<file path="src/cgpr_pkg.sv">
/*
  Package for the CAN general purpose register block: register offsets,
  field positions, reset values and resynchronisation counts.
  Assumes an 8-bit register port with one-cycle strobes.
*/
`default_nettype none
package cgpr_pkg;
  localparam logic [3:0] OFF_FLAGS = 4'h0;
  localparam logic [3:0] OFF_ENABLES = 4'h1;
  localparam logic [3:0] OFF_NODE = 4'h2;
  localparam logic [3:0] OFF_PRESCALE = 4'h3;
  localparam logic [3:0] OFF_TIMING = 4'h4;
  localparam logic [3:0] OFF_PAGE = 4'h5;
  localparam logic [7:0] RST_FLAGS = 8'h00;
  localparam logic [7:0] RST_ENABLES = 8'h00;
  localparam logic [7:0] RST_NODE = 8'h00;
  localparam logic [7:0] RST_PRESCALE = 8'h00;
  localparam logic [7:0] RST_TIMING = 8'h23;
  localparam logic [7:0] RST_PAGE = 8'h00;
  // Flag register bits.
  localparam int B_RX3 = 7;
  localparam int B_RX2 = 6;
  localparam int B_RX1 = 5;
  localparam int B_TXD = 4;
  localparam int B_SCF = 3;
  localparam int B_ORF = 2;
  localparam int B_TEF = 1;
  localparam int B_EPN = 0;
  // Enable register bits.
  localparam int B_EXTENDED_STATUS_CHANGE = 6;
  localparam int B_RX_IRQ_ENABLE = 5;
  localparam int B_TX_IRQ_ENABLE = 4;
  localparam int B_STATUS_CHANGE_IRQ_ENABLE = 3;
  localparam int B_OVERRUN_IRQ_ENABLE = 2;
  localparam int B_TX_ERROR_IRQ_ENABLE = 1;
  localparam int B_ETX = 0;
  // Node control/status bits.
  localparam int B_BUS_OFF_STATE = 6;
  localparam int B_ERROR_PASSIVE_STATE = 5;
  localparam int B_SELF_RECEPTION_ENABLE = 4;
  localparam int B_NO_RETRANSMIT = 3;
  localparam int B_FAST_SYNC = 2;
  localparam int B_WAKE_PULSE = 1;
  localparam int B_RUN = 0;
  localparam logic [7:0] NODE_SW_MASK = 8'h1E;
  localparam logic [7:0] ENABLES_MASK = 8'h7F;
  localparam logic [7:0] PAGE_MASK = 8'h07;
  localparam int RECESSIVE_RUN = 11;
  localparam int SLOW_SEQUENCES = 128;
  localparam logic [3:0] RUN_LEN = 4'(RECESSIVE_RUN);
  localparam logic [7:0] SEQ_LEN = 8'(SLOW_SEQUENCES);
  localparam logic [8:0] BUS_OFF_STATE_LIMIT = 9'h0FF;
  localparam logic [2:0] PAGE_FILTERS = 3'h4;
  typedef enum logic [3:0] {
    ST_STANDBY = 4'b0001,
    ST_WAKE = 4'b0010,
    ST_RESYNC = 4'b0100,
    ST_RUNNING = 4'b1000
  } cgpr_mode_t;
endpackage
`default_nettype wire

</file>
<file path="src/cgpr_regs.sv">
/*
  General purpose register set of a CAN controller: interrupt flags and
  enables, node control/status, bit timing and the page selector.
  Assumes the protocol engine reports events as one-cycle pulses and
  presents one received bus bit per bit_tick, synchronous to core_clk.
*/
// Function
// - Receive flag per buffer sets on stored message; clears by software or ready clear.
// - Transmit flag sets on success, or on arbitration win with early mode.
// - Status flag sets on standby dominant, passive/bus-off change, optional receive errors.
// - Overrun flag sets when an accepted message finds no free buffer.
// - Transmit error flag sets on error sending the top queued message.
// - Error pending reads as OR of status, overrun and transmit error flags.
// - Writing zero to a flag bit clears that flag.
// - Five enables gate interrupt requests from their matching events.
// - Bus-off bit set while transmit errors exceed 255, cleared once they fall to 255 or below.
// - Error passive bit set only while the node is error passive.
// - Self reception control decides whether own frames are received.
// - No-retransmit control stops retries of failed transmissions.
// - Leaving standby waits one run of 11 recessive bits or 128.
// - Wake pulse control sends a dominant bit on leaving standby.
// - Run starts after resync; cleared run reads one until standby.
// - Prescaler and jump width set quantum and resync adjustment.
// - Segment fields set segment lengths; bit lasts both plus three quanta.
// - Prescaler and timing registers accept writes only in standby.
// - Page field selects diagnosis, buffers one to three or filters.
`default_nettype none
module cgpr_regs
  import cgpr_pkg::*;
(
  // Clock and reset.
  input wire logic core_clk,
  input wire logic arst_n,
  // Register port.
  input wire logic [3:0] reg_addr,
  input wire logic [7:0] reg_wdata,
  input wire logic reg_wr,
  input wire logic reg_rd,
  output logic [7:0] reg_rdata,
  // Events from the protocol engine.
  input wire logic [2:0] rx_stored,
  input wire logic [2:0] buf_ready_clr,
  input wire logic tx_success,
  input wire logic tx_arb_won,
  input wire logic tx_error,
  input wire logic rx_error,
  input wire logic rx_overrun,
  input wire logic transfer_active,
  input wire logic [8:0] tx_err_count,
  input wire logic error_passive_in,
  input wire logic bus_bit,
  input wire logic bit_tick,
  // Controls to the protocol engine.
  output logic irq_rx,
  output logic irq_tx,
  output logic irq_status,
  output logic irq_overrun,
  output logic irq_tx_error,
  output logic early_tx_irq,
  output logic self_reception_enable,
  output logic no_retransmit,
  output logic wake_pulse_drive,
  output logic engine_running,
  output logic [5:0] quantum_prescale,
  output logic [1:0] jump_width,
  output logic [3:0] segment_one_len,
  output logic [2:0] segment_two_len,
  output logic [2:0] page_sel,
  output logic page_reserved
);
  logic [7:1] flags_q;
  logic [7:0] enables_q;
  logic [4:1] node_ctl_q;
  logic run_q;
  logic bus_off_q;
  logic passive_q;
  logic [7:0] prescale_q;
  logic [7:0] timing_q;
  logic [2:0] page_q;
  logic [7:0] rdata_q;
  cgpr_mode_t mode_q;
  logic [3:0] rec_run_q;
  logic [7:0] seq_cnt_q;
  logic bus_off_state_seen_q;
  logic wr_flags;
  logic in_standby;
  logic bus_off_now;
  logic status_evt;
  logic standby_dom;
  logic [7:1] set_vec;

  assign wr_flags = reg_wr && (reg_addr == OFF_FLAGS);
  assign in_standby = (mode_q == ST_STANDBY);
  assign bus_off_now = (tx_err_count > BUS_OFF_STATE_LIMIT);
  assign standby_dom = in_standby && bit_tick && !bus_bit;
  assign status_evt = standby_dom
    || (!in_standby && (bus_off_now != bus_off_q))
    || (!in_standby && !bus_off_now && (error_passive_in != passive_q))
    || (enables_q[B_EXTENDED_STATUS_CHANGE] && rx_error);

  // Hardware set events, one per flag bit.
  assign set_vec[B_RX3] = rx_stored[2];
  assign set_vec[B_RX2] = rx_stored[1];
  assign set_vec[B_RX1] = rx_stored[0];
  assign set_vec[B_TXD] = enables_q[B_ETX] ? tx_arb_won : tx_success;
  assign set_vec[B_SCF] = status_evt;
  assign set_vec[B_ORF] = rx_overrun;
  assign set_vec[B_TEF] = tx_error;

  // Set wins over any clear arriving in the same cycle.
  for (genvar i = 1; i < 8; i++) begin : g_flag
    logic clr;
    if (i >= B_RX1) begin : g_rx
      assign clr = (wr_flags && !reg_wdata[i])
        || buf_ready_clr[i - B_RX1];
    end else begin : g_other
      assign clr = wr_flags && !reg_wdata[i];
    end
    always_ff @(posedge core_clk or negedge arst_n) begin
      if (!arst_n) begin
        flags_q[i] <= RST_FLAGS[i];
      end else if (set_vec[i]) begin
        flags_q[i] <= 1'b1;
      end else if (clr) begin
        flags_q[i] <= 1'b0;
      end
    end
  end

  always_ff @(posedge core_clk or negedge arst_n) begin
    if (!arst_n) begin
      enables_q <= RST_ENABLES;
    end else if (reg_wr && reg_addr == OFF_ENABLES) begin
      enables_q <= reg_wdata & ENABLES_MASK;
    end
  end

  always_ff @(posedge core_clk or negedge arst_n) begin
    if (!arst_n) begin
      node_ctl_q <= RST_NODE[4:1];
    end else if (reg_wr && reg_addr == OFF_NODE) begin
      node_ctl_q <= reg_wdata[4:1];
    end
  end

  // Run request as last written by software; the mode machine follows it.
  // The read-back stays one after a clear until standby is reached.
  always_ff @(posedge core_clk or negedge arst_n) begin
    if (!arst_n) begin
      run_q <= RST_NODE[B_RUN];
    end else if (reg_wr && reg_addr == OFF_NODE) begin
      run_q <= reg_wdata[B_RUN];
    end
  end

  // Bus-off and error passive track the engine in every mode, not only while running.
  always_ff @(posedge core_clk or negedge arst_n) begin
    if (!arst_n) begin
      bus_off_q <= 1'b0;
      passive_q <= 1'b0;
    end else begin
      bus_off_q <= bus_off_now;
      passive_q <= error_passive_in && !bus_off_now;
    end
  end

  // Both timing registers are locked outside standby.
  always_ff @(posedge core_clk or negedge arst_n) begin
    if (!arst_n) begin
      prescale_q <= RST_PRESCALE;
      timing_q <= RST_TIMING;
    end else if (reg_wr && in_standby) begin
      if (reg_addr == OFF_PRESCALE) begin
        prescale_q <= reg_wdata;
      end
      if (reg_addr == OFF_TIMING) begin
        timing_q <= {1'b0, reg_wdata[6:0]};
      end
    end
  end

  always_ff @(posedge core_clk or negedge arst_n) begin
    if (!arst_n) begin
      page_q <= RST_PAGE[2:0];
    end else if (reg_wr && reg_addr == OFF_PAGE) begin
      page_q <= reg_wdata[2:0];
    end
  end

  // Operating mode: standby, optional wake pulse, resync, running.
  always_ff @(posedge core_clk or negedge arst_n) begin
    if (!arst_n) begin
      mode_q <= ST_STANDBY;
      rec_run_q <= 4'h0;
      seq_cnt_q <= 8'h00;
      bus_off_state_seen_q <= 1'b0;
    end else begin
      if (bus_off_now) begin
        bus_off_state_seen_q <= 1'b1;
      end
      unique case (mode_q)
        ST_STANDBY: begin
          rec_run_q <= 4'h0;
          seq_cnt_q <= 8'h00;
          if (run_q) begin
            mode_q <= node_ctl_q[B_WAKE_PULSE] ? ST_WAKE : ST_RESYNC;
          end
        end
        ST_WAKE: begin
          if (bit_tick) begin
            mode_q <= ST_RESYNC;
          end
        end
        ST_RESYNC: begin
          if (!run_q) begin
            mode_q <= ST_STANDBY;
          end else if (bit_tick) begin
            if (!bus_bit) begin
              rec_run_q <= 4'h0;
            end else if (rec_run_q == RUN_LEN - 4'h1) begin
              rec_run_q <= 4'h0;
              // Fast sync only applies when not leaving bus-off.
              if ((node_ctl_q[B_FAST_SYNC] && !bus_off_state_seen_q)
                  || seq_cnt_q == SEQ_LEN - 8'h01) begin
                mode_q <= ST_RUNNING;
                seq_cnt_q <= 8'h00;
                bus_off_state_seen_q <= 1'b0;
              end else begin
                seq_cnt_q <= seq_cnt_q + 8'h01;
              end
            end else begin
              rec_run_q <= rec_run_q + 4'h1;
            end
          end
        end
        ST_RUNNING: begin
          if (!run_q && !transfer_active) begin
            mode_q <= ST_STANDBY;
          end else if (bus_off_now) begin
            mode_q <= ST_RESYNC;
          end
        end
      endcase
    end
  end

  // Read data stand in the cycle after the strobe only.
  always_ff @(posedge core_clk or negedge arst_n) begin
    if (!arst_n) begin
      rdata_q <= 8'h00;
    end else if (reg_rd) begin
      unique case (reg_addr)
        OFF_FLAGS: rdata_q <= {flags_q,
          flags_q[B_SCF] | flags_q[B_ORF] | flags_q[B_TEF]};
        OFF_ENABLES: rdata_q <= enables_q;
        OFF_NODE: rdata_q <= {1'b0, bus_off_q, passive_q, node_ctl_q,
          run_q | !in_standby};
        OFF_PRESCALE: rdata_q <= prescale_q;
        OFF_TIMING: rdata_q <= timing_q;
        OFF_PAGE: rdata_q <= {5'h00, page_q};
        default: rdata_q <= 8'h00;
      endcase
    end else begin
      rdata_q <= 8'h00;
    end
  end

  // Registered outputs to the engine.
  always_ff @(posedge core_clk or negedge arst_n) begin
    if (!arst_n) begin
      irq_rx <= 1'b0;
      irq_tx <= 1'b0;
      irq_status <= 1'b0;
      irq_overrun <= 1'b0;
      irq_tx_error <= 1'b0;
      early_tx_irq <= 1'b0;
      self_reception_enable <= 1'b0;
      no_retransmit <= 1'b0;
      wake_pulse_drive <= 1'b0;
      engine_running <= 1'b0;
      quantum_prescale <= RST_PRESCALE[5:0];
      jump_width <= RST_PRESCALE[7:6];
      segment_one_len <= RST_TIMING[3:0];
      segment_two_len <= RST_TIMING[6:4];
      page_sel <= RST_PAGE[2:0];
      page_reserved <= 1'b0;
    end else begin
      irq_rx <= enables_q[B_RX_IRQ_ENABLE] && (|set_vec[7:5]);
      irq_tx <= enables_q[B_TX_IRQ_ENABLE] && set_vec[B_TXD];
      irq_status <= enables_q[B_STATUS_CHANGE_IRQ_ENABLE] && set_vec[B_SCF];
      irq_overrun <= enables_q[B_OVERRUN_IRQ_ENABLE] && set_vec[B_ORF];
      irq_tx_error <= enables_q[B_TX_ERROR_IRQ_ENABLE] && set_vec[B_TEF];
      early_tx_irq <= enables_q[B_ETX];
      self_reception_enable <= node_ctl_q[B_SELF_RECEPTION_ENABLE];
      no_retransmit <= node_ctl_q[B_NO_RETRANSMIT];
      wake_pulse_drive <= (mode_q == ST_WAKE);
      engine_running <= (mode_q == ST_RUNNING);
      quantum_prescale <= prescale_q[5:0];
      jump_width <= prescale_q[7:6];
      segment_one_len <= timing_q[3:0];
      segment_two_len <= timing_q[6:4];
      page_sel <= page_q;
      page_reserved <= (page_q > PAGE_FILTERS);
    end
  end

  assign reg_rdata = rdata_q;
endmodule
`default_nettype wire

</file>
<file path="config.mk">
export PLATFORM = sky130hd
export DESIGN_NAME = cgpr_regs
export DESIGN_NICKNAME = d
export VERILOG_FILES = /design/src/cgpr_pkg.sv /design/src/cgpr_regs.sv
export SDC_FILE = /design/constraint.sdc
export NUM_CORES = 1
export LEC_CHECK = 0
export BUFFER_PORTS_ARGS = -buffer_cell sky130_fd_sc_hd__buf_2
export CAP_MARGIN = 20
export CORE_MARGIN = 8
export CORE_UTILIZATION = 25
export CTS_CLUSTER_DIAMETER = 80
export DETAILED_ROUTE_END_ITERATION = 10
export SYNTH_ARGS = -nofsm -noshare
export SYNTH_HDL_FRONTEND = slang
export SYNTH_SLANG_ARGS = --single-unit
</file>
<file path="constraint.sdc">
create_clock -name core_clk -period 3.1 [get_ports core_clk]
set_clock_uncertainty 0.05 [all_clocks]
set_input_delay 0.155 -clock core_clk [delete_from_list [all_inputs] [get_ports core_clk]]
set_output_delay 0.155 -clock core_clk [all_outputs]
set_load 0.005 [all_outputs]
</file>
==> Word-level counts from Yosys, hierarchy flattened <==
Index checks and enable logic that the tools add are counted.
{ "totals": {"output_inout_bits": 37, "wordCells": 174, "input_bits": 40, "reg_bits": 93} }
{ "classes": {"reduce_logical": 61, "eq_ne": 24, "n_bitwise": 3, "n_lt_le_gt_ge": 2, "addsub": 2, "muxes": 46} }
{ "ops": {"columns": ["op", "count"], "rows": [
  ["$mux 4", 13],
  ["$mux 8", 6],
  ["$pmux 8 s6", 1],
  ["$logic_and 1x1->1", 26],
  ["$mux 1", 22],
  ["$pmux 4 s4", 1],
  ["$pmux 8 s2", 1],
  ["$reduce_bool 2->1", 8],
  ["$ne 3x3->1 const B", 5],
  ["$logic_not 1->1", 13],
  ["$eq 4x2->1 const B", 3],
  ["$eq 4x3->1 const B", 3],
  ["$ne 2x2->1 const B", 6],
  ["$gt 9x8->1 const B", 1],
  ["$add 8x1->8 const B", 1],
  ["$eq 4x1->1 const B", 2],
  ["$eq 4x4->1 const B", 2],
  ["$eq 8x7->1 const B", 1],
  ["$pmux 4 s2", 1],
  ["$logic_or 1x1->1", 7],
  ["$reduce_and 7->1", 1],
  ["$reduce_and 5->1", 1],
  ["$add 4x1->4 const B", 1],
  ["$logic_not 4->1", 1],
  ["7 further kinds", 11]
]} }

==> Depth between registers and ports, before layout <==
{ "logic_depth": {"ltp_word": 9, "mapped_depth": 7, "mapped_depth_nobuf": 6} }

==> Worst setup path after synthesis <==
Ideal clock, no wire load.
{ "synth_path": {"path_type": "register to register", "from": "reg mode_q[0]", "to": "reg rdata_q[0] (netlist: reg_rdata[0])", "n_path_buf": 1, "arrival_ns": 1.623, "stages_incl_launch_ff": 6, "setup_slack_ns": 1.289, "period_less_slack_ns": 1.811, "required_time_ns": 2.913, "cell_sequence": "dfstp_2 buf_2 or4b_1 or3_1 o2111ai_1 a31oi_1"} }
{ "synth_between": {"elab_chain_len": 5} }
{ "synth_rtl": {"columns": ["item", "line", "source"], "rows": [
  ["start: declaration", "cgpr_regs.sv:81", "cgpr_mode_t mode_q;"],
  ["start signal: assignment", "cgpr_regs.sv:206", "mode_q <= node_ctl_q[B_WAKE_PULSE] ? ST_WAKE : ST_RESYNC;"],
  ["$eq 4x1->1", "cgpr_regs.sv:93", "assign in_standby = (mode_q == ST_STANDBY);"],
  ["$logic_not 1->1", "cgpr_regs.sv:257", "run_q | !in_standby};"],
  ["$or 1x1->1", "cgpr_regs.sv:257", null],
  ["$pmux 8 s6", "cgpr_regs.sv:252", "unique case (reg_addr)"],
  ["$mux 8", "cgpr_regs.sv:251", "end else if (reg_rd) begin"],
  ["end signal: assignment", "cgpr_regs.sv:253", "OFF_FLAGS: rdata_q <= {flags_q,"],
  ["end signal: assignment", "cgpr_regs.sv:258", "OFF_PRESCALE: rdata_q <= prescale_q;"],
  ["end signal: assignment", "cgpr_regs.sv:259", "OFF_TIMING: rdata_q <= timing_q;"],
  ["end: declaration", "cgpr_regs.sv:80", "logic [7:0] rdata_q;"]
]} }
No other way between the ends.
A chain may end at the register's enable or synchronous reset.

==> Worst setup path in the final report <==
{ "layout_path": {"from": "reg mode_q[2]", "to": "reg seq_cnt_q[2]"} }
{ "layout_between": {"elab_chain_len": 3, "elab_cells_between_ends": 9} }
{ "layout_rtl": {"columns": ["item", "line", "source"], "rows": [
  ["$eq 4x3->1 or $eq 4x1->1 (tied branches)", "cgpr_regs.sv:201", "unique case (mode_q)"],
  ["$ne 2x2->1 (no source line) or $reduce_bool 2->1 (tied branches)", null, null],
  ["$reduce_and 5->1 (no source line)", null, null],
  ["end signal: assignment", "cgpr_regs.sv:229", "seq_cnt_q <= seq_cnt_q + 8'h01;"],
  ["end: declaration", "cgpr_regs.sv:83", "logic [7:0] seq_cnt_q;"]
]} }
Parallel ways exist; a longest one is shown, timed or not.

==> reports/qor.yml <==
drt:
  drt-wirelength-per-cell_um: 16.60
  drt_iter0_markers: 174
  ant_nets: 0
  routed_wl_mm: 10.24
  route.vias.total: 2904
  dr.pass1.iters: 4
  via_per_inst: 4.707
  drcViolationCount: 0
pwr:
  ir_worst_vdd_mv: 0.2426
  leakage_nw: 2.256
  pwr_density_cell_nw_per_um2: 676.8
  p_total_mw: 3.342
synth:
  synth_compound_area_share_pct: 11.73
  synth-seq-area-share_pct: 58.40
  synth_nets: 361
  ys.flop_type: "dfrtp_1"
  yosysWarnings: 0
  syn-cell-area_um2: 4000
  ys_types: 55
  synth_enable_flop_cells: 0
  synthAdderAreaFrac_pct: 0.9384
  postSynthAreaPerCell_um2: 12.58
  syn-instance-count: 318
  yosys.area.top_type: "dfrtp_1"
  yosys-top-cells-area: "dfrtp_1, mux2_2, dfstp_2"
  ys_ff_latch: 93
  synth-async-reset-ratio_pct: 100.0
  synth_xor_area_share_pct: 0.4379
  post-synth-top-area-fraction_pct: 53.80
  synth_top_family_by_area: "simple AND/OR/NAND/NOR gates"
  yosys.area_share.simple_pct: 15.14
  synthMuxAreaShare_pct: 10.76
layout:
  antenna_cells: 0
  fin_nets: 439
  drive_gt1_share_pct: 29.68
  syn2layout_area_growth_pct: 23.46
clocking:
  htreeDepth: 3
  cts_sinks: 93
  cts.reportedPaths.clkPinSlew_ns: 0.07
  clk_root_buffer_cell: "clkbuf_16"
  cts_buffers: 9
  clkLatencyLatePin_ns: 0.34
  post_cts_buffers: 0
  tritoncts: "built"
  cts_hold_repair.buffers: 9
  clock_path_buffers: 2
  cts_resized: 0
timing:
  setup_ws_ns: 0.8519
  finalSetupViolCount: 0
  rsz0062_at_grt: "false"
  tightest_slew_ns: 0.8394
  relSlewSlack_pct: 43.25
  timing.fmax_mhz: 444.8
  tns_ns: 0
  period_share_pct: 72.52
  final-hold-violation-count: 0
  min_period_ns: 2.248
  drv_slew: 0
die:
  rows: 46
  die_h_um: 142.5
  dieWidth_um: 142.5
  initial_core_util_pct: 25.36
  design.core.area_um2: 15770
  fp.dieArea_um2: 20300
  boundaryPins: 77
grt:
  grt_pass1_wl_mm: 16.57
  grt_overflow: 0
  grt_antenna_before_repair: 0
  grt_usage_pct: 10.53
  grt_pass1_vias: 3077
  grt_max_degree: 64
worst_setup_path:
  critPathMaxStageDelay_ns: 0.74
  crit_chain: "nor4b_1 > o21ai_0 > a22oi_1"
  critPathLaunchType: "register"
  r2r_end: "seq_cnt_q[2]"
  critPathRequiredTime_ns: 3.29
  reg2reg_from: "mode_q[2]"
  cp_max_fo: 13
  critPathBufInv: 0
  arrival_ns: 2.43
  end_kind: "register"
  cpMaxStageDelayCell: "nor4b_1"
  path_class: "reg2reg"
  r2r_slack_ns: 0.85
  rr_worst_depth: 3
  cp_top_family: "compound AO/OA/AOI/OAI gates"
min_path:
  hp-start: "buf_ready_clr[2]"
  holdPathStages: 4
  hold_class: "in2reg"
  min_to: "flags_q[7]"
place:
  io_buffers: 68
  gp_congestion: 0.7827
  hpwl_mm: 7.673
  dp_slack_ns: 0.8547
outcome:
  status: "completed"
run:
  maxCapViolCount: 0
## power by group
part	total (mW)	internal (mW)	leakage (nW)	switching [mW]
Clock	1.05	0.592	0.140	0.457
Combinational	0.645	0.311	0.938	0.334
Sequential	1.65	1.46	1.18	0.192
Total	3.34	2.36	2.26	0.983
## flip-flops by register name (all words and copies together) (netlist names), 6 cells and up
signal,count
prescale_q,8
reg_rdata,8
seq_cnt_q,8
enables_q,7
flags_q,7
timing_q,7
quantum_prescale,6
## Yosys cell counts, drive strengths merged (7+ instances only)
library cell   n
buf           10
dfrtp         86
dfstp          7
inv            8
mux2          32
mux2i          7
nand2         11
nand3          9
nor2          17
nor2b          7
nor4b          7
o21ai         23
## through the flow
stage | hold WS [ns] | instances | cell area (µm²) | util, %
after floorplan | -0.1906 | 318 | 4000 | -
after CTS | 0.005217 | 617 | 4938 | 31.32
after global routing | 0.03048 | 617 | 4938 | 31.32
after detailed placement | 0.2353 | 592 | 4562 | 28.93
final | 0.01263 | 617 | 4938 | 31.32
after global placement | 0.2378 | 592 | 4562 | 28.93
## kinds of logic after synthesis
family	after synthesis
mux	39
flops	93
fa+ha+maj	3
simple gates	95
compound gates	65
buf+inv	21
xor+xnor	2
## cell type report
type	instances	area (µm²)
Inverter	8	30.03
Timing Repair Buffer	80	455.4
Clock buffer	12	256.5
Tap cell	216	270.3
Multi-Input combinational cell	204	1560
Sequential cell	93	2336
Clock inverter	4	30.03
Fill cell	1618	10830
## how the worst max path moves through the flow
| stage | start | to | slack, ns | depth (start not counted) |
|---|---|---|---|---|
| 6_report | mode_q[2] | seq_cnt_q[2] | 0.85 | 3 |
| 5_1_grt | mode_q[2] | seq_cnt_q[2] | 0.65 | 3 |
| 4_1_cts | mode_q[2] | seq_cnt_q[2] | 0.82 | 3 |
| 3_5_place_dp | mode_q[2] | seq_cnt_q[5] | 0.85 | 3 |
| 3_3_place_gp | mode_q[2] | seq_cnt_q[7] | 1.05 | 3 |
| 2_1_floorplan | mode_q[0] | reg_rdata[0] | 1.29 | 5 |
## cell usage in the layout, fill, tap and decap left out, drive strengths merged, types with 5 or more instances in the layout
| cell | synthesis | layout |
|---|---|---|
| nand2b | 6 | 6 |
| nor2 | 17 | 17 |
| mux2 | 32 | 32 |
| mux2i | 7 | 7 |
| dfstp | 7 | 7 |
| nand4 | 5 | 5 |
| dfrtp | 86 | 86 |
| nand3 | 9 | 9 |
| nor2b | 7 | 7 |
| and2 | 6 | 6 |
| or3 | 5 | 5 |
| clkbuf | 3 | 12 |
| nand2 | 11 | 11 |
| o31ai | 5 | 5 |
| a22oi | 6 | 6 |
| o2bb2ai | 5 | 5 |
| buf | 10 | 71 |
| o21ai | 23 | 23 |
| inv | 8 | 10 |
| dlygate4sd3 | 0 | 9 |
| nor4b | 7 | 7 |
## routing by layer
layer	global-route usage, %	part of all wire, %	vias up
li1	-	-	1347
met3	2.315	4.0	20
met5	0	0	-
met1	13.33	45	1455
met4	5.537	2.8	0
met2	16.48	48	82
## worst reg2reg max path, stage by stage (launching register included)
cell	delay, ns
dfrtp_1	0.55
nor4b_1	0.74
o21ai_0	0.47
a22oi_1	0.33
(Power assumes the default switching activity.)
